**config.mk**
```make
export PLATFORM = sky130hd
export DESIGN_NAME = sfq_cmd
export DESIGN_NICKNAME = d
export VERILOG_FILES = /design/src/sfq_pkg.sv /design/src/sfq_cmd.sv /design/src/sfq_fifo.sv /design/src/sfq_sync.sv
export VERILOG_INCLUDE_DIRS = /design/src /design/src/src
export SDC_FILE = /design/constraint.sdc
export NUM_CORES = 1
export LEC_CHECK = 0
export ABC_AREA = 1
export BUFFER_PORTS_ARGS = -buffer_cell sky130_fd_sc_hd__buf_2
export CORE_MARGIN = 3
export CORE_UTILIZATION = 50
export CTS_CLUSTER_SIZE = 10
export DETAILED_ROUTE_END_ITERATION = 8
export PLACE_DENSITY_LB_ADDON = 0.3
export SLEW_MARGIN = 0
export SYNTH_ARGS = -nofsm -noshare
export SYNTH_HDL_FRONTEND = slang
export SYNTH_SLANG_ARGS = --single-unit
```
**constraint.sdc**
```tcl
create_clock -name i_sys_clk -period 2.7 [get_ports i_sys_clk]
set_clock_uncertainty 0.1 [all_clocks]
set_input_delay 0.54 -clock i_sys_clk [delete_from_list [all_inputs] [get_ports i_sys_clk]]
set_output_delay 0.54 -clock i_sys_clk [all_outputs]
set_load 0.05 [all_outputs]
```
**src/sfq_params.svh**
```systemverilog
// Purpose: opcodes, field positions, reset values and timing figures of the flash command block
// Assumes: included by bare name from every file that needs a constant
// Notes: definitions only
`ifndef SFQ_PARAMS_SVH
`define SFQ_PARAMS_SVH
// ====================================================================
// opcodes
`define SFQ_OP_SEC_READ   8'h48
`define SFQ_OP_SFDP       8'h5A
`define SFQ_OP_FAST       8'h0B
`define SFQ_OP_QIO_FAST   8'hEB
`define SFQ_OP_WRAP       8'h0C
`define SFQ_OP_WRAP_LO    8'h8C
`define SFQ_OP_WRAP_HI    8'h8D
`define SFQ_OP_SET_PARAM  8'hC0
`define SFQ_OP_SET_WRAP   8'h77
`define SFQ_OP_QPI_EN     8'h38
`define SFQ_OP_QPI_DIS    8'hFF
`define SFQ_OP_RST_EN     8'h66
`define SFQ_OP_RST        8'h99
// ====================================================================
// security register selection and wrap
`define SFQ_SEC_REG2      4'h2
`define SFQ_SEC_REG3      4'h3
`define SFQ_SEC_WRAP_MASK 25'h00003FF
`define SFQ_NO_WRAP_MASK  25'h1FFFFFF
// ====================================================================
// reset values of volatile settings
`define SFQ_PARAM_RST     8'h00
`define SFQ_WRAP_RST      3'h7
`define SFQ_FILL_BYTE     8'hFF
// ====================================================================
// phase lengths in serial clocks
`define SFQ_SPI_CMD_CLKS  6'h08
`define SFQ_QPI_CMD_CLKS  6'h02
`define SFQ_SPI_ADDR_CLKS 6'h18
`define SFQ_QPI_ADDR_CLKS 6'h06
`define SFQ_SPI_BYTE_CLKS 6'h08
`define SFQ_QPI_BYTE_CLKS 6'h02
`define SFQ_DUMMY_4       6'h04
`define SFQ_DUMMY_6       6'h06
`define SFQ_DUMMY_8       6'h08
// ====================================================================
// timing
`define SFQ_CLK_NS        10
`define SFQ_RST_NS        30000
`define SFQ_FIFO_DEPTH    16
`endif

```
**src/sfq_pkg.sv**
```systemverilog
// Purpose: types shared by the flash command block
// Assumes: nothing
// Notes: no constants here, see sfq_params.svh
package sfq_pkg;
   // ====================================================================
   // frame phases
   typedef enum logic [2:0] {
      ST_CMD     = 3'b000,
      ST_ADDR    = 3'b001,
      ST_DUMMY   = 3'b010,
      ST_DATA    = 3'b011,
      ST_PARAM   = 3'b100,
      ST_WRAPSET = 3'b101,
      ST_EXEC    = 3'b110,
      ST_IGNORE  = 3'b111
   } sfq_state_e;
   // storage a read is aimed at
   typedef enum logic [1:0] {
      SP_NONE     = 2'b00,
      SP_ARRAY    = 2'b01,
      SP_SECURITY = 2'b10,
      SP_SFDP     = 2'b11
   } sfq_space_e;
   typedef logic [24:0] sfq_addr_t;
endpackage

```
**src/sfq_cmd.sv**
```systemverilog
// Purpose: serial flash command interpreter for security, wrapped and parameter-table reads, mode and reset
// Assumes: serial clock far slower than i_sys_clk (80 ns against 10 ns)
// Notes: read bytes come from an external fetch port through a 16-word buffer
`timescale 1ns/1ps
`default_nettype none
`include "sfq_params.svh"
// How it works
// - security read takes opcode, three address bytes and one dummy byte
// - data shifts out on falling edges, address steps by one per byte
// - security byte offset rolls from 3FF back to 000 until deselect
// - security selection: top byte zero, bits 11-10 zero, bits 15-12 two or three
// - four-wire opcode C0 loads the read parameter byte
// - wrap select 00,01,10,11 give 8,16,32,64 byte windows
// - burst-wrap length carries into four-wire mode on entry
// - opcode 0C reads like fast read but wraps inside its window
// - opcode 8C forces top address bit low
// - opcode 8D forces top address bit high, wrapping as 0C
// - opcode 38 enters four-wire mode only with quad enable set
// - mode changes keep write latch, suspend and wrap setting
// - opcode FF in four-wire mode returns to serial mode
// - reset needs frame 66 followed by frame 99, in either mode
// - accepted reset clears parameters, sets wrap bits to 111 and resets volatile state
// - during reset recovery every command is refused
// - parameter-table read shifts bytes out msb first, line floats before
module sfq_cmd #(
   parameter int RST_NS     = `SFQ_RST_NS,
   parameter int FIFO_DEPTH = `SFQ_FIFO_DEPTH
) (
   input  wire logic                  i_sys_clk,
   input  wire logic                  i_rst,
   input  wire logic                  i_cs_n,
   input  wire logic                  i_sclk,
   input  wire logic [3:0]            i_io,
   output logic      [3:0]            o_io,
   output logic      [3:0]            o_io_oe_n,
   input  wire logic                  i_quad_enable_bit,
   output logic                       o_quad_wide_command_mode,
   output logic      [7:0]            o_read_parameter_setting,
   output logic      [2:0]            o_wrap_control_bits,
   output logic                       o_sw_reset,
   output logic                       o_reset_busy,
   output logic      [24:0]           o_fetch_addr,
   output sfq_pkg::sfq_space_e        o_fetch_space,
   output logic                       o_fill_ready,
   input  wire logic                  i_fill_valid,
   input  wire logic [7:0]            i_fill_data
);
   localparam int          RST_CYC   = (RST_NS + `SFQ_CLK_NS - 1) / `SFQ_CLK_NS;
   localparam logic [15:0] RST_CYC_W = 16'(RST_CYC);

   sfq_pkg::sfq_state_e state_q, after_cmd;
   sfq_pkg::sfq_space_e space_q;
   sfq_pkg::sfq_addr_t  addr_q, mask_q, hi_part;
   logic [5:0]  pins_f;
   logic        cs_f, sclk_f, sclk_prev_q, cs_prev_q, rise, fall, cs_rise;
   logic [23:0] sh_q, sh_next;
   logic [5:0]  cnt_q, cnt_inc, plen, dummy_len_q, dlen_cmd, pdum;
   logic [7:0]  cmd_q, op, param_q, fifo_data, byte_out, out_sh_q;
   logic [2:0]  wrapc_q;
   logic [3:0]  out_q, out_left_q;
   logic [15:0] busy_cnt_q;
   logic        counting, phase_done, addr_done, qpi_q, arm_q, soft_rst, rst_pulse_q;
   logic        fetching_q, drive_q, fifo_in_ready, fifo_valid, pop, fill_acc, busy_q, sec_ok;

   // ====================================================================
   // pin sampling: cs idles high, clock and data low
   sfq_sync #(.W(6), .RST_VAL(6'h20)) u_sync (
      .i_sys_clk (i_sys_clk),
      .i_rst     (i_rst),
      .i_d       ({i_cs_n, i_sclk, i_io}),
      .o_q       (pins_f)
   );
   assign cs_f   = pins_f[5];
   assign sclk_f = pins_f[4];

   // edge finders on the filtered levels
   always_ff @(posedge i_sys_clk) begin
      if (i_rst) begin
         sclk_prev_q <= 1'b0;
         cs_prev_q   <= 1'b1;
      end else begin
         sclk_prev_q <= sclk_f;
         cs_prev_q   <= cs_f;
      end
   end
   assign rise    = !cs_f && sclk_f && !sclk_prev_q;
   assign fall    = !cs_f && !sclk_f && sclk_prev_q;
   assign cs_rise = cs_f && !cs_prev_q;

   // ====================================================================
   // input shifting and phase lengths
   assign sh_next  = qpi_q ? {sh_q[19:0], pins_f[3:0]} : {sh_q[22:0], pins_f[0]};
   assign cnt_inc  = cnt_q + 6'h01;
   assign op       = sh_next[7:0];
   assign busy_q   = (busy_cnt_q != 16'h0000);
   assign counting = (state_q != sfq_pkg::ST_DATA) && (state_q != sfq_pkg::ST_IGNORE)
                     && (state_q != sfq_pkg::ST_EXEC);
   assign phase_done = rise && counting && (cnt_inc == plen);
   assign addr_done  = phase_done && (state_q == sfq_pkg::ST_ADDR);

   // dummy clock count from the parameter byte
   always_comb begin
      case (param_q[5:4])
         2'b00:   pdum = `SFQ_DUMMY_4;
         2'b01:   pdum = `SFQ_DUMMY_6;
         default: pdum = `SFQ_DUMMY_8;
      endcase
   end

   // clocks in the current phase
   always_comb begin
      case (state_q)
         sfq_pkg::ST_CMD:     plen = qpi_q ? `SFQ_QPI_CMD_CLKS : `SFQ_SPI_CMD_CLKS;
         sfq_pkg::ST_ADDR:    plen = qpi_q ? `SFQ_QPI_ADDR_CLKS : `SFQ_SPI_ADDR_CLKS;
         sfq_pkg::ST_DUMMY:   plen = dummy_len_q;
         sfq_pkg::ST_PARAM:   plen = `SFQ_QPI_BYTE_CLKS;
         sfq_pkg::ST_WRAPSET: plen = `SFQ_SPI_BYTE_CLKS;
         default:             plen = 6'h3F;
      endcase
   end

   // opcode decode; a busy device or a wrong mode sends the frame to ignore
   always_comb begin
      after_cmd = sfq_pkg::ST_IGNORE;
      dlen_cmd  = qpi_q ? `SFQ_QPI_BYTE_CLKS : `SFQ_SPI_BYTE_CLKS;
      case (op)
         `SFQ_OP_SEC_READ, `SFQ_OP_SFDP: after_cmd = sfq_pkg::ST_ADDR;
         `SFQ_OP_FAST: begin
            after_cmd = sfq_pkg::ST_ADDR;
            if (qpi_q) dlen_cmd = pdum;
         end
         `SFQ_OP_QIO_FAST, `SFQ_OP_WRAP, `SFQ_OP_WRAP_LO, `SFQ_OP_WRAP_HI: begin
            if (qpi_q) after_cmd = sfq_pkg::ST_ADDR;
            dlen_cmd = pdum;
         end
         `SFQ_OP_SET_PARAM: if (qpi_q) after_cmd = sfq_pkg::ST_PARAM;
         `SFQ_OP_SET_WRAP:  if (!qpi_q) after_cmd = sfq_pkg::ST_ADDR;
         `SFQ_OP_QPI_EN:    if (!qpi_q && i_quad_enable_bit) after_cmd = sfq_pkg::ST_EXEC;
         `SFQ_OP_QPI_DIS:   if (qpi_q) after_cmd = sfq_pkg::ST_EXEC;
         `SFQ_OP_RST_EN, `SFQ_OP_RST: after_cmd = sfq_pkg::ST_EXEC;
         default:           after_cmd = sfq_pkg::ST_IGNORE;
      endcase
      if (busy_q) after_cmd = sfq_pkg::ST_IGNORE;
   end

   // ====================================================================
   // frame phase machine, restarted by every deselect
   always_ff @(posedge i_sys_clk) begin
      if (i_rst) begin
         state_q     <= sfq_pkg::ST_CMD;
         cnt_q       <= 6'h00;
         sh_q        <= 24'h000000;
         cmd_q       <= 8'h00;
         dummy_len_q <= `SFQ_SPI_BYTE_CLKS;
      end else if (cs_f) begin
         state_q <= sfq_pkg::ST_CMD;
         cnt_q   <= 6'h00;
      end else if (rise) begin
         sh_q  <= sh_next;
         cnt_q <= (phase_done || !counting) ? 6'h00 : cnt_inc;
         if (phase_done) begin
            case (state_q)
               sfq_pkg::ST_CMD: begin
                  cmd_q       <= op;
                  state_q     <= after_cmd;
                  dummy_len_q <= dlen_cmd;
               end
               sfq_pkg::ST_ADDR:  state_q <= (cmd_q == `SFQ_OP_SET_WRAP) ? sfq_pkg::ST_WRAPSET : sfq_pkg::ST_DUMMY;
               sfq_pkg::ST_DUMMY: state_q <= sfq_pkg::ST_DATA;
               default:           state_q <= sfq_pkg::ST_IGNORE;
            endcase
         end else if (state_q == sfq_pkg::ST_EXEC) begin
            state_q <= sfq_pkg::ST_IGNORE; // extra clocks cancel a one-byte command
         end
      end
   end

   // ====================================================================
   // mode, settings and software reset; only an exact 66 frame arms the reset
   assign soft_rst = cs_rise && (state_q == sfq_pkg::ST_EXEC) && (cmd_q == `SFQ_OP_RST) && arm_q;
   always_ff @(posedge i_sys_clk) begin
      if (i_rst || soft_rst) begin
         qpi_q   <= 1'b0;
         param_q <= `SFQ_PARAM_RST;
         wrapc_q <= `SFQ_WRAP_RST;
         arm_q   <= 1'b0;
      end else begin
         if (cs_rise) begin
            arm_q <= (state_q == sfq_pkg::ST_EXEC) && (cmd_q == `SFQ_OP_RST_EN);
         end
         if (cs_rise && state_q == sfq_pkg::ST_EXEC && cmd_q == `SFQ_OP_QPI_EN) begin
            qpi_q        <= 1'b1;
            param_q[1:0] <= wrapc_q[2:1];
         end
         if (cs_rise && state_q == sfq_pkg::ST_EXEC && cmd_q == `SFQ_OP_QPI_DIS) begin
            qpi_q <= 1'b0;
         end
         if (phase_done && state_q == sfq_pkg::ST_PARAM) begin
            param_q <= sh_next[7:0];
         end
         if (phase_done && state_q == sfq_pkg::ST_WRAPSET) begin
            wrapc_q <= sh_next[6:4];
         end
      end
   end

   // recovery timer; the outside status logic clears latch and suspend on the pulse
   always_ff @(posedge i_sys_clk) begin
      if (i_rst) begin
         busy_cnt_q  <= 16'h0000;
         rst_pulse_q <= 1'b0;
      end else begin
         rst_pulse_q <= soft_rst;
         if (soft_rst) begin
            busy_cnt_q <= RST_CYC_W;
         end else if (busy_q) begin
            busy_cnt_q <= busy_cnt_q - 16'h0001;
         end
      end
   end

   // ====================================================================
   // read address set-up and fetch stepping
   assign sec_ok = (sh_next[23:16] == 8'h00) && (sh_next[11:10] == 2'b00)
                   && ((sh_next[15:12] == `SFQ_SEC_REG2) || (sh_next[15:12] == `SFQ_SEC_REG3));
   assign fill_acc = i_fill_valid && o_fill_ready;
   assign hi_part  = addr_q & ~mask_q;
   always_ff @(posedge i_sys_clk) begin
      if (i_rst || cs_f) begin
         addr_q     <= 25'h0000000;
         mask_q     <= `SFQ_NO_WRAP_MASK;
         space_q    <= sfq_pkg::SP_NONE;
         fetching_q <= 1'b0;
      end else if (addr_done) begin
         addr_q     <= {1'b0, sh_next};
         mask_q     <= `SFQ_NO_WRAP_MASK;
         space_q    <= sfq_pkg::SP_ARRAY;
         fetching_q <= (cmd_q != `SFQ_OP_SET_WRAP);
         case (cmd_q)
            `SFQ_OP_SEC_READ: begin
               mask_q     <= `SFQ_SEC_WRAP_MASK;
               space_q    <= sec_ok ? sfq_pkg::SP_SECURITY : sfq_pkg::SP_NONE;
               fetching_q <= sec_ok;
            end
            `SFQ_OP_SFDP: space_q <= sfq_pkg::SP_SFDP;
            `SFQ_OP_WRAP, `SFQ_OP_WRAP_LO, `SFQ_OP_WRAP_HI: begin
               mask_q <= (25'h0000008 << param_q[1:0]) - 25'h0000001;
               if (cmd_q == `SFQ_OP_WRAP_HI) addr_q <= {1'b1, sh_next};
               else                          addr_q <= {1'b0, sh_next};
            end
            default: ;
         endcase
      end else if (fill_acc) begin
         addr_q <= hi_part | ((addr_q + 25'h0000001) & mask_q);
      end
   end
   assign o_fill_ready  = fetching_q && fifo_in_ready;
   assign o_fetch_addr  = addr_q;
   assign o_fetch_space = fetching_q ? space_q : sfq_pkg::SP_NONE;

   // prefetch buffer, emptied at every deselect
   sfq_fifo #(.W(8), .DEPTH(FIFO_DEPTH)) u_fifo (
      .i_sys_clk   (i_sys_clk),
      .i_rst       (i_rst),
      .i_flush     (cs_f),
      .i_in_valid  (i_fill_valid && fetching_q),
      .o_in_ready  (fifo_in_ready),
      .i_in_data   (i_fill_data),
      .o_out_valid (fifo_valid),
      .i_out_ready (pop),
      .o_out_data  (fifo_data)
   );

   // ====================================================================
   // output shifter on falling edges; an empty buffer shows all ones
   assign pop      = fall && (state_q == sfq_pkg::ST_DATA) && (out_left_q == 4'h0);
   assign byte_out = fifo_valid ? fifo_data : `SFQ_FILL_BYTE;
   always_ff @(posedge i_sys_clk) begin
      if (i_rst || cs_f) begin
         out_q      <= 4'h0;
         out_sh_q   <= 8'hFF;
         out_left_q <= 4'h0;
         drive_q    <= 1'b0;
      end else if (fall && state_q == sfq_pkg::ST_DATA) begin
         drive_q <= 1'b1;
         if (out_left_q == 4'h0) begin
            if (qpi_q) begin
               out_q      <= byte_out[7:4];
               out_sh_q   <= {byte_out[3:0], 4'hF};
               out_left_q <= 4'h4;
            end else begin
               out_q      <= {2'b00, byte_out[7], 1'b0};
               out_sh_q   <= {byte_out[6:0], 1'b1};
               out_left_q <= 4'h7;
            end
         end else if (qpi_q) begin
            out_q      <= out_sh_q[7:4];
            out_sh_q   <= {out_sh_q[3:0], 4'hF};
            out_left_q <= out_left_q - 4'h4;
         end else begin
            out_q      <= {2'b00, out_sh_q[7], 1'b0};
            out_sh_q   <= {out_sh_q[6:0], 1'b1};
            out_left_q <= out_left_q - 4'h1;
         end
      end
   end
   // serial mode drives only the second line, the rest stay released
   assign o_io      = out_q;
   assign o_io_oe_n = qpi_q ? {4{~drive_q}} : {2'b11, ~drive_q, 1'b1};
   assign o_quad_wide_command_mode = qpi_q;
   assign o_read_parameter_setting = param_q;
   assign o_wrap_control_bits      = wrapc_q;
   assign o_sw_reset               = rst_pulse_q;
   assign o_reset_busy             = busy_q;
endmodule // sfq_cmd
`default_nettype wire

```
**src/sfq_fifo.sv**
```systemverilog
// Purpose: read-data buffer between the array fetch and the serial shifter
// Assumes: DEPTH is a power of two
// Notes: flush empties it in one cycle
`timescale 1ns/1ps
`default_nettype none
module sfq_fifo #(
   parameter int W     = 8,
   parameter int DEPTH = 16
) (
   input  wire logic         i_sys_clk,
   input  wire logic         i_rst,
   input  wire logic         i_flush,
   input  wire logic         i_in_valid,
   output logic              o_in_ready,
   input  wire logic [W-1:0] i_in_data,
   output logic              o_out_valid,
   input  wire logic         i_out_ready,
   output logic      [W-1:0] o_out_data
);
   localparam int AW = $clog2(DEPTH);
   logic [W-1:0] mem_q [DEPTH];
   logic [AW-1:0] wr_q, rd_q;
   logic [AW:0]   cnt_q;
   logic          push, pop;
   // ====================================================================
   // honest flags from the fill count
   assign o_in_ready  = (cnt_q != (AW+1)'(DEPTH)) && !i_flush;
   assign o_out_valid = (cnt_q != '0);
   assign o_out_data  = mem_q[rd_q];
   assign push        = i_in_valid && o_in_ready;
   assign pop         = o_out_valid && i_out_ready;
   // pointers and count
   always_ff @(posedge i_sys_clk) begin
      if (i_rst || i_flush) begin
         wr_q  <= '0;
         rd_q  <= '0;
         cnt_q <= '0;
      end else begin
         if (push) wr_q <= wr_q + AW'(1);
         if (pop)  rd_q <= rd_q + AW'(1);
         cnt_q <= cnt_q + (AW+1)'(push) - (AW+1)'(pop);
      end
   end
   // storage, no reset needed on data
   always_ff @(posedge i_sys_clk) begin
      if (push) mem_q[wr_q] <= i_in_data;
   end
endmodule // sfq_fifo
`default_nettype wire

```
**src/sfq_sync.sv**
```systemverilog
// Purpose: three-stage pin synchroniser with agreement filter
// Assumes: inputs asynchronous to i_sys_clk
// Notes: output moves only when stages two and three agree
`timescale 1ns/1ps
`default_nettype none
module sfq_sync #(
   parameter int               W       = 1,
   parameter logic [W-1:0]     RST_VAL = '0
) (
   input  wire logic           i_sys_clk,
   input  wire logic           i_rst,
   input  wire logic [W-1:0]   i_d,
   output logic      [W-1:0]   o_q
);
   // ====================================================================
   // one filtered chain per bit
   for (genvar g = 0; g < W; g++) begin : g_bit
      logic s1_q, s2_q, s3_q, f_q;
      always_ff @(posedge i_sys_clk) begin
         if (i_rst) begin
            s1_q <= RST_VAL[g];
            s2_q <= RST_VAL[g];
            s3_q <= RST_VAL[g];
            f_q  <= RST_VAL[g];
         end else begin
            s1_q <= i_d[g];
            s2_q <= s1_q;
            s3_q <= s2_q;
            if (s2_q == s3_q) begin
               f_q <= s3_q;
            end
         end
      end
      assign o_q[g] = f_q;
   end
endmodule // sfq_sync
`default_nettype wire

```
# After elaboration in Yosys (flattened, before gate mapping)
# Memories as Yosys holds them, arrays and structs flattened. A register that Yosys moved wholly into a read port is not among the register bits.
# Index checks and enable logic that the tools add are counted.
# op_classes
add_sub_neg,10
n_eq_ne,44
shift,1
muxes,47
n_bitwise,6
reduce_logical,60
# op_table
op,n
$mux 25,4
$eq 8x8->1 const B,10
$eq 8x7->1 const B,8
$and 25x25->25,2
$pmux 25 s2,1
$mux 4,9
$mux 8,4
$pmux 6 s5,1
$logic_and 1x1->1,29
$add 25x1->25 const B,1
$not 25->25,1
$or 25x25->25,1
$shl 4x2->25 const A,1
$sub 25x1->25 const B,1
$eq 8x4->1 const B,3
$mux 12,2
$mux 24,1
$pmux 3 s7,1
$mux 3,6
$eq 8x6->1 const B,2
$reduce_bool 16->1,1
$sub 16x1->16 const B,1
$mux 2,6
$mux 6,2
other kinds (37),70
# word_totals
reg_bits,185
ramBits,128
input_bits,18
output_inout_bits,50
elab_cells,219
memories,1
# memory_table
name,depth,width,read_ports,rd_clocked_by_memory_dff,write_ports,line,text
u_fifo.mem_q,16,8,1,1,1,sfq_fifo.sv:21,logic [W-1:0] mem_q [DEPTH];

# Longest topological paths before layout
# Gate-level depths: netlist of run 1.
# logic_depth
ltp_word,8
ltp_mapped,15

# By module
# From an unflattened synthesis of run 1, not the netlist that was laid out.
# unflattened
cells_unflattened,1978
area_unflattened_um2,14863.0
# modules_own_cells
module,n_inst,cells_per_inst,area_per_inst_um2
sfq_cmd,1,1232,7616.1
sfq_fifo,1,657,6463.7
sfq_sync,1,89,783.3

# Worst setup path before layout of run 1
# No wires, ideal clock.
# synth_path
path_kind,flip-flop to flip-flop
from,register u_fifo.cnt_q[2]
to,register u_fifo.cnt_q[4]
setup_time_ps,128
arrival_ps,2855
t_required_ps,2472
path_slack_ps,-384
path_stages_with_launch,16
n_path_buf,1
period_less_slack_ps,3084
cell_sequence,dfxtp_1 inv_1 ha_1 nand4_1 nand3_1 inv_1 nand2_1 inv_1 clkbuf_1 ha_1 inv_1 fa_1 nor3_1 a211oi_1 o21ai_0 a21oi_1
# synth_via
elab_chain_len,5
# synth_rtl
item,line,text
from (decl),sfq_fifo.sv:23,logic [AW:0] cnt_q;
from (signal assigned),sfq_fifo.sv:41,cnt_q <= cnt_q + (AW+1)'(push) - (AW+1)'(pop);
$ne 5x5->1,sfq_fifo.sv:27,assign o_in_ready = (cnt_q != (AW+1)'(DEPTH)) && !i_flush;
$logic_and 1x1->1,sfq_fifo.sv:27,
$logic_and 1x1->1,sfq_fifo.sv:30,assign push = i_in_valid && o_in_ready;
$add 5x1->5,sfq_fifo.sv:41,
$sub 5x1->5 *,sfq_fifo.sv:41,
# Mark *: on every way between the ends. The rest lies on a longest branch, timed or not.
# A chain may end at the register's enable or synchronous reset.

# Final worst setup path of run 1
# layout_path
from,register state_q[0]
to,register u_fifo.cnt_q[4]
# layout_via
elab_chain_len,5
# layout_rtl
item,line,text
from (decl),sfq_cmd.sv:51,"sfq_pkg::sfq_state_e state_q, after_cmd;"
from (signal assigned),sfq_cmd.sv:150,state_q <= sfq_pkg::ST_CMD;
from (signal assigned),sfq_cmd.sv:156,state_q <= sfq_pkg::ST_CMD;
from (signal assigned),sfq_cmd.sv:165,state_q <= after_cmd;
$eq 3x2->1,sfq_cmd.sv:276,assign pop = fall && (state_q == sfq_pkg::ST_DATA) && (out_left_q == 4'h0);
$logic_and 1x1->1 (2 in series),sfq_cmd.sv:276,
$logic_and 1x1->1,sfq_fifo.sv:31,assign pop = o_out_valid && i_out_ready;
net u_fifo.pop,sfq_fifo.sv:24,"logic push, pop;"
$sub 5x1->5,sfq_fifo.sv:41,
# The timed path passes the listed nets, and every way through them passes these cells.

==> flow_metrics.tcl, run 1 <==
set metrics [dict create \
    outcome "finished, final reports clean" \
    max_stage_delay_ns 0.36 \
    io_pins 68 \
    die_w_um 174 \
    htree_levels 2 \
    fmax_mhz 395 \
    clk_pin_slew_worst_paths_ns 0.05 \
    routed_wirelength_mm 36.3 \
    seq_area_frac_synth 0.512 \
    async_flop_share 0 \
    dr.pass1.iters 6 \
    r2r_start "state_q[0]" \
    synth_edf_count 128 \
    dieArea_um2 30300 \
    cts_buffers 36 \
    grt_pass1_vias 11600 \
    synth.distinct_cells 50 \
    cts_num_sinks 297 \
    wire_per_inst_um 16.3 \
    track_usage 0.238 \
    grt_pass1_wl_mm 59.3 \
    antenna_found_initial 1 \
    diodes 0 \
    port_buffers 67 \
    synth_top_area_share 0.273 \
    tightest_slew_ns 0.723 \
    p_per_area_nw_per_um2 631 \
    synth_area_per_cell_um2 8.10 \
    final_cell_mix "328 x nand2_1, 263 x nor2_1, 180 x o21ai_0, 173 x inv_1, 166 x dfxtp_1" \
    cp.arrival_ns 2.82 \
    cts_root_buffer "clkbuf_16" \
    yosys_warnings 0 \
    layout.nets 1873 \
    clkLatencyLatePin_ns 0.53 \
    r2r_cells 13 \
    startpoint_type "flop" \
    route.detailed.drc 0 \
    synth_area_leader_cell "edfxtp_1" \
    syn_to_final_growth_pct 14.8 \
    hold_violations 0 \
    die_h_um 174 \
    min_from "i_cs_n" \
    hold_class "in -> reg" \
    cp.required_ns 2.99 \
    grt_max_degree 65 \
    leakage_uw 0.00648 \
    r2r-end "u_fifo.cnt_q[4]" \
    via_per_inst 5.44 \
    max-vdd-ir-drop_mv 0.600 \
    core-area_um2 27300 \
    maxCapViolCount 0 \
    slew_viol_final 0 \
    synth_flop_cell "dfxtp_1" \
    ys_ff_latch 297 \
    fin_ws_ns 0.170 \
    crit_type "reg -> reg" \
    fp-row-count 60 \
    grt_overflow 0 \
    hpwl_mm 25.2 \
    clockBufferDepth 3 \
    cp_max_fo 3 \
    synth_nets 1777 \
    vias 12100 \
    drtIter0Drc 1091 \
    final_common_cell "nand2_1" \
    ant_nets 0 \
    end_kind "flop" \
    drive_above_1_share 0.125 \
    period_share 0.937 \
    rsz0062_at_grt "yes" \
    start_util 0.516 \
    ys_top_cells_by_area "edfxtp_1 27%, dfxtp_1 24%, nand2_1 8.8%" \
    relSlewSlack 0.513 \
    setup_viol 0 \
    crit_chain "inv_2 -> nor4_4 -> nand2_2 -> nor2_2 -> ha_1 -> inv_1 -> ha_1 -> inv_1 -> fa_2 -> nor3_2 -> a211oi_1 -> o21ai_0 -> a21oi_1" \
    critPathSlowestCell "dfxtp_1" \
    hold-path-endpoint "u_sync.g_bit[5].s1_q" \
    globalplace.congestion 0.909 \
    final_util 0.593 \
    pre_cts_ws_ns 0.0372 \
    synthCells 1741 \
    min_path_cells 2 \
    cts_tree "done" \
    rrSetupSlack_ns 0.17 \
    netlist_area_um2 14100 \
    period_minus_slack_ns 2.53 \
]
per-layer routing:
metal,wire [um],GRT usage,vias up
met5,9,0,-
met4,772,0.0744,2
met3,2370,0.0393,62
met2,16700,0.383,392
met1,16400,0.331,5668
li1,-,-,6005
layout make-up:
class / instances / area [um2]
Timing Repair Buffer: 128 / 833
Clock buffer: 54 / 998
Clock inverter: 4 / 75.1
Tap cell: 372 / 465
Multi-Input combinational cell: 1193 / 5910
Sequential cell: 297 / 7230
Fill cell: 2490 / 11100
Inverter: 181 / 683
Yosys cell counts, types with 2 or more instances:
| cell type | count |
|---|---|
| nor3_1 | 20 |
| o211ai_2 | 3 |
| nand2_1 | 332 |
| dfxtp_1 | 169 |
| o21a_1 | 3 |
| buf_1 | 11 |
| xor2_1 | 13 |
| clkinv_1 | 2 |
| nor2_1 | 268 |
| o21ai_1 | 7 |
| o21ai_0 | 180 |
| nand3_2 | 6 |
| a211oi_1 | 5 |
| buf_6 | 7 |
| nand3_1 | 98 |
| nor4_1 | 9 |
| o31ai_1 | 2 |
| xnor2_1 | 4 |
| buf_4 | 4 |
| clkbuf_1 | 41 |
| nor2_4 | 3 |
| inv_1 | 174 |
| a21oi_1 | 112 |
| o21ai_2 | 2 |
| nand3b_1 | 2 |
| inv_2 | 5 |
| a31oi_1 | 7 |
| nand4_1 | 28 |
| edfxtp_1 | 128 |
| or2_2 | 10 |
| buf_2 | 7 |
| o22ai_1 | 3 |
| nor2_2 | 2 |
| o211a_1 | 3 |
| ha_1 | 17 |
| nor2_8 | 4 |
| o211ai_1 | 37 |
worst max-delay path: cells and delay by family (launching register included):
family	cells	cell delay, ns
fa+ha+maj	3	0.76
simple gates	4	0.69
flops	1	0.36
compound gates	3	0.27
buf+inv	3	0.21
through the flow:
stage               TNS (ns)  total power, uW  cell area [um2]  cells  hold slack (ns)
floorplan            -0.0605             5630            14100   1741            0.288
global placement           0             5810            15100   2171            0.295
detailed placement         0             5840            15100   2171            0.295
CTS                        0            10300            16200   2229           0.0949
global route        -0.00291            10700            16200   2229            0.105
finish                     0            10200            16200   2229            0.109
kinds of logic (layout without fill, tap and decap cells):
family	after synthesis	after routing	synth area share
DFF	297	297	0.512
and+or+nand+nor	791	791	0.245
AOI/OAI and AO/OA	367	367	0.143
adders and majority gates	18	18	0.0165
buffers and inverters	251	367	0.0722
xor gates and xnor gates	17	17	0.0106
timing repair:
action,4_1_cts,5_1_grt
setup endpoints to repair,1,11
pin swaps,0,1
setup buffers,0,0
hold buffers,0,0
gates resized for setup,1,13
registers in the layout, summed over array words and instances (netlist names), 4 cells and up, named ones only:
signal,cells
o_read_parameter_setting,8
u_fifo.cnt_q,5
cmd_q,8
o_io,4
u_fifo.rd_q,4
out_sh_q,7
sh_q,23
out_left_q,4
u_sync.g_bit.s2_q,6
u_fifo.wr_q,4
u_sync.g_bit.f_q,6
cnt_q,6
u_sync.g_bit.s1_q,6
mask_q,9
o_fetch_addr,25
u_fifo.mem_q,128
u_sync.g_bit.s3_q,6
busy_cnt_q,16
how the worst max path moves through the flow:
stage	from	to	depth (start not counted)
3_3_place_gp	u_sync.g_bit[4].f_q	u_fifo.cnt_q[4]	14
6_report	state_q[0]	u_fifo.cnt_q[4]	13
5_1_grt	state_q[0]	u_fifo.cnt_q[4]	13
3_5_place_dp	u_sync.g_bit[4].f_q	u_fifo.cnt_q[4]	14
2_1_floorplan	state_q[1]	u_fifo.cnt_q[4]	13
4_1_cts	u_sync.g_bit[4].f_q	u_fifo.cnt_q[4]	14
power by group:
part           internal (uW)  switching [uW]
Combinational            320             579
Sequential              4790            79.2
Clock                   2650            1800
Note: power is estimated with default switching activity, not from simulation.
==> run 2, diff against run 1 <==
--- a/config.mk
+++ b/config.mk
@@ -12,6 +12,7 @@
 export CORE_UTILIZATION = 50
 export CTS_CLUSTER_SIZE = 10
 export DETAILED_ROUTE_END_ITERATION = 8
+export MAX_ROUTING_LAYER = met4
 export PLACE_DENSITY_LB_ADDON = 0.3
 export SLEW_MARGIN = 0
 export SYNTH_ARGS = -nofsm -noshare
==> flow_metrics.tcl, run 2 (same netlist as run 1, synthesis figures left out) <==
set metrics [dict create \
    outcome "finished, final reports clean" \
    clockBufferDepth 3 \
    cp_max_fo 4 \
    rsz0062_at_grt "yes" \
    setup_viol 0 \
    tightest_slew_ns 0.762 \
    vias 12100 \
    r2r_cells 14 \
    end_kind "flop" \
    via_per_inst 5.41 \
    fin_ws_ns 0.154 \
    p_per_area_nw_per_um2 635 \
    largest_reg_flops 128 \
    cts_root_buffer "clkbuf_16" \
    hold_violations 0 \
    hpwl_mm 24.8 \
    start_util 0.516 \
    route.detailed.drc 0 \
    r2r_start "u_fifo.cnt_q[3]" \
    htree_levels 2 \
    min_path_cells 2 \
    final_cell_area_um2 16300 \
    grt_overflow 0 \
    max_stage_delay_ns 0.41 \
    cpMostUsedCell "inv_1" \
    ant_nets 0 \
    grt_max_degree 65 \
    cts_tree "done" \
    track_usage 0.242 \
    leakage_uw 0.00651 \
    clk_pin_slew_worst_paths_ns 0.06 \
    routed_wirelength_mm 35.6 \
    grt_pass1_vias 11500 \
    period_share 0.943 \
    critPathSlowestCell "fa_1" \
    place_area_um2 15100 \
    final_cell_mix "328 x nand2_1, 263 x nor2_1, 180 x o21ai_0, 172 x inv_1, 166 x dfxtp_1" \
    relSlewSlack 0.487 \
    grt_pass1_wl_mm 58.5 \
    crit_chain "inv_1 -> ha_1 -> nand4_1 -> nand3_2 -> clkinvlp_4 -> nand2_2 -> inv_1 -> ha_1 -> inv_1 -> fa_1 -> nor3_2 -> a211oi_1 -> o21ai_0 -> a21oi_1" \
    min_from "i_cs_n" \
    globalplace.congestion 0.929 \
    core-area_um2 27300 \
    cts_num_sinks 297 \
    period_minus_slack_ns 2.55 \
    cp.arrival_ns 2.85 \
    cts_buffers 37 \
    top_register "u_fifo.mem_q" \
    port_buffers 67 \
    wire_per_inst_um 15.9 \
    hold_class "in -> reg" \
    cp.required_ns 3.00 \
    diodes 0 \
    holdWs_ns 0.0983 \
    io_pins 68 \
    drtIter0Drc 1201 \
    die_w_um 174 \
    clkLatencyLatePin_ns 0.54 \
    antenna_found_initial 0 \
    die_h_um 174 \
    ctsHoldBuffers 0 \
    syn_to_final_growth_pct 15.2 \
    max-vdd-ir-drop_mv 0.566 \
    slew_viol_final 0 \
    startpoint_type "flop" \
    maxCapViolCount 0 \
    layout.nets 1877 \
    nFillCells 2454 \
    drive_above_1_share 0.127 \
    fmax_mhz 393 \
    crit_type "reg -> reg" \
    worstSetupStartpoint "u_fifo.cnt_q[3]" \
    fp-row-count 60 \
    final_common_cell "nand2_1" \
    pre_cts_ws_ns 0.0648 \
    dieArea_um2 30300 \
    dr.pass1.iters 6 \
]
## run 2: final cells by class
class	instances	area [um2]	share of cell area
flip-flops and latches	297	7230	0.445
multi-input cells	1194	5930	0.365
clock buffers	56	1010	0.0620
repair buffers	130	827	0.0509
inverters	181	683	0.0420
well taps	372	465	0.0286
clock inverters	7	115	0.00708
## run 2: report_power, final
part	leakage (uW)	total [uW]	switching (uW)	internal [uW]
combinational	0.00345	918	593	324
sequential	0.00252	4870	80.0	4790
clock	0.000539	4530	1840	2700
total	0.00651	10300	2510	7820
## run 2: repair_timing
action	4_1_cts	5_1_grt
resized for setup	1	15
gates cloned	0	1
buffers inserted	0	1
pin swaps	0	3
endpoints found under the setup margin	1	19
## run 2: routing by layer
metal  vias to the layer above  track usage  wire [um]
met4                         0       0.0664        813
met2                       408        0.368      16000
met3                        69       0.0343       2430
met5                         -            -          0
li1                       6027            -          -
met1                      5609        0.340      16400
## run 2: critical path: cells and delay by family, from the launching register on
kind,cells,cell delay (ns)
adders and majority gates,3,0.79
DFF,1,0.34
buffers and inverters,4,0.37
and+or+nand+nor,4,0.54
AOI/OAI and AO/OA,3,0.27
## run 2: worst paths after layout
| path | to | slack, ns |
|---|---|---|
| max | u_fifo.cnt_q[4] | 0.15 |
| min reg2reg | u_sync.g_bit[1].s2_q | 0.29 |
| max reg2reg | u_fifo.cnt_q[4] | 0.15 |
| min | u_sync.g_bit[5].s1_q | 0.1 |
## run 2: metrics by stage
| step | TNS [ns] | power (uW) | utilization | instances |
|---|---|---|---|---|
| 5_1_grt | -0.0551 | 10800 | 0.595 | 2237 |
| 2_1_floorplan | -0.0605 | 5630 | - | 1741 |
| 4_1_cts | 0 | 10400 | 0.592 | 2235 |
| 3_3_place_gp | 0 | 5810 | 0.551 | 2172 |
| 3_5_place_dp | 0 | 5830 | 0.551 | 2172 |
| 6_report | 0 | 10300 | 0.595 | 2237 |
==> run 3, diff against run 2 <==
--- a/config.mk
+++ b/config.mk
@@ -8,8 +8,10 @@
 export LEC_CHECK = 0
 export ABC_AREA = 1
 export BUFFER_PORTS_ARGS = -buffer_cell sky130_fd_sc_hd__buf_2
+export CELL_PAD_IN_SITES_DETAIL_PLACEMENT = 1
+export CELL_PAD_IN_SITES_GLOBAL_PLACEMENT = 1
 export CORE_MARGIN = 3
-export CORE_UTILIZATION = 50
+export CORE_UTILIZATION = 42
 export CTS_CLUSTER_SIZE = 10
 export DETAILED_ROUTE_END_ITERATION = 8
 export MAX_ROUTING_LAYER = met4
==> flow_metrics.tcl, run 3 (same netlist as run 1, synthesis figures left out) <==
set metrics [dict create \
    cp_max_fo 3 \
    clkLatencyLatePin_ns 0.54 \
    tightest_slew_ns 0.766 \
    hpwl_mm 30.6 \
    dieArea_um2 35800 \
    r2r_start "u_fifo.cnt_q[3]" \
    syn_to_final_growth_pct 15.9 \
    final_cell_mix "328 x nand2_1, 264 x nor2_1, 180 x o21ai_0, 173 x inv_1, 166 x dfxtp_1" \
    grt_overflow 0 \
    ctsHoldBuffers 0 \
    rrSetupSlack_ns 0.06 \
    ant_nets 0 \
    via_per_inst 5.43 \
    critPathSlowestCell "fa_2" \
    relSlewSlack 0.489 \
    io_pins 68 \
    maxCapViolCount 0 \
    leakage_uw 0.00650 \
    power_switching_uw 2630 \
    wl_met3_mm 2.00 \
    cts_num_sinks 297 \
    slew_viol_final 0 \
    start_util 0.430 \
    die_w_um 189 \
    seq_power_share 0.469 \
    track_usage 0.247 \
    p_per_area_nw_per_um2 636 \
    hold_violations 0 \
    grt_pass1_vias 13000 \
    core-area_um2 32800 \
    routed-wl-met2_mm 21.1 \
    clk_pin_slew_worst_paths_ns 0.05 \
    antenna_found_initial 0 \
    cts_root_buffer "clkbuf_16" \
    crit_chain "inv_1 -> ha_1 -> nand3_1 -> nor2_2 -> nor2_2 -> ha_1 -> inv_1 -> ha_1 -> inv_1 -> fa_2 -> nor3_2 -> a211oi_1 -> o21ai_0 -> a21oi_1" \
    place_area_um2 15200 \
    layout.nets 1875 \
    r2r-end "u_fifo.cnt_q[4]" \
    dr.pass1.iters 5 \
    hold-path-endpoint "u_sync.g_bit[5].s1_q" \
    fp-row-count 66 \
    clockBufferDepth 3 \
    min_from "i_cs_n" \
    wl_met1_mm 19.3 \
    cts_tree "done" \
    rsz0062_at_grt "yes" \
    max_stage_delay_ns 0.36 \
    port_buffers 67 \
    startpoint_type "flop" \
    routed_wirelength_mm 43.5 \
    drive_above_1_share 0.125 \
    p_sw_frac 0.253 \
    drtIter0Drc 871 \
    end_kind "flop" \
    vias 12500 \
    largest_reg_flops 128 \
    pwr-share-clk 0.439 \
    min_path_cells 2 \
    pwr-share-comb 0.092 \
    fmax_mhz 379 \
    outcome "finished, final reports clean" \
    route.detailed.drc 0 \
    diodes 0 \
    period_minus_slack_ns 2.64 \
    grt_max_degree 65 \
    wire_per_inst_um 18.9 \
    cp.required_ns 3.01 \
    max-vdd-ir-drop_mv 0.549 \
    grt_pass1_wl_mm 69.3 \
    cts_buffers 37 \
    internal_power_uw 7770 \
    final_cell_area_um2 16300 \
    htree_levels 2 \
    layoutNonFillerInstCount 2306 \
    crit_type "reg -> reg" \
    final_common_cell "nand2_1" \
    hold_class "in -> reg" \
    total_power_uw 10400 \
    cp.arrival_ns 2.95 \
    period_share 0.978 \
    setup_viol 0 \
    placed_cells 2241 \
    die_h_um 189 \
    globalplace.congestion 0.889 \
    top_register "u_fifo.mem_q" \
    routed.top_layer "met4" \
    r2r_cells 14 \
]
-- run 3: power groups by stage --
stage	clock network [uW]	registers, uW	logic [uW]
after floorplan	0	4950	686
after global placement	0	4960	872
after detailed placement	0	4970	915
after CTS	4660	4880	935
after global routing	4860	4890	1110
final	4560	4880	957
-- run 3: worst max path at each step --
| stage | start | to | slack [ns] | depth (start not counted) |
|---|---|---|---|---|
| 3_3_place_gp | u_sync.g_bit[4].f_q | u_fifo.cnt_q[4] | 0.07 | 14 |
| 3_5_place_dp | u_sync.g_bit[4].f_q | u_fifo.cnt_q[4] | -0.02 | 14 |
| 6_report | u_fifo.cnt_q[3] | u_fifo.cnt_q[4] | 0.06 | 14 |
| 4_1_cts | u_sync.g_bit[4].f_q | u_fifo.cnt_q[4] | 0.002 | 14 |
| 5_1_grt | u_sync.g_bit[4].f_q | u_fifo.cnt_q[4] | -0.16 | 14 |
| 2_1_floorplan | state_q[1] | u_fifo.cnt_q[4] | -0.06 | 13 |
-- run 3: critical path, delay by kind of cell, from the launching register on --
| family | cells | cell delay, ns |
|---|---|---|
| and+or+nand+nor | 4 | 0.52 |
| adders and majority gates | 4 | 1.00 |
| buffers and inverters | 3 | 0.22 |
| AOI/OAI and AO/OA | 3 | 0.36 |
| DFF | 1 | 0.32 |
-- run 3: area by class of cell --
class	count	area [um2]
Timing Repair Buffer	128	833
Tap cell	442	553
Sequential cell	297	7230
Clock inverter	8	88.8
Inverter	181	683
Clock buffer	56	1030
Fill cell	3992	16400
Multi-Input combinational cell	1194	5930
-- run 3: what timing repair did --
action | 4_1_cts | 5_1_grt
resized for setup | 4 | 10
pin swaps | 1 | 1
setup endpoints to repair | 2 | 17
gates cloned | 0 | 1
buffers inserted | 0 | 0
-- run 3: per-stage QoR --
stage / TNS [ns] / util / worst slack (ns) / hold WS (ns)
after floorplan: -0.0605 / - / -0.0605 / 0.288
after global routing: -0.160 / 0.498 / -0.160 / 0.0998
final: 0 / 0.498 / 0.0605 / 0.109
after global placement: 0 / 0.463 / 0.0748 / 0.296
after detailed placement: -0.0209 / 0.463 / -0.0209 / 0.295
after CTS: 0 / 0.497 / 0.00202 / 0.0970
-- run 3: metal layers --
metal	GRT usage	up-vias
met4	0.0728	0
met2	0.415	291
met5	-	-
met3	0.0324	70
met1	0.314	6159
li1	-	6007
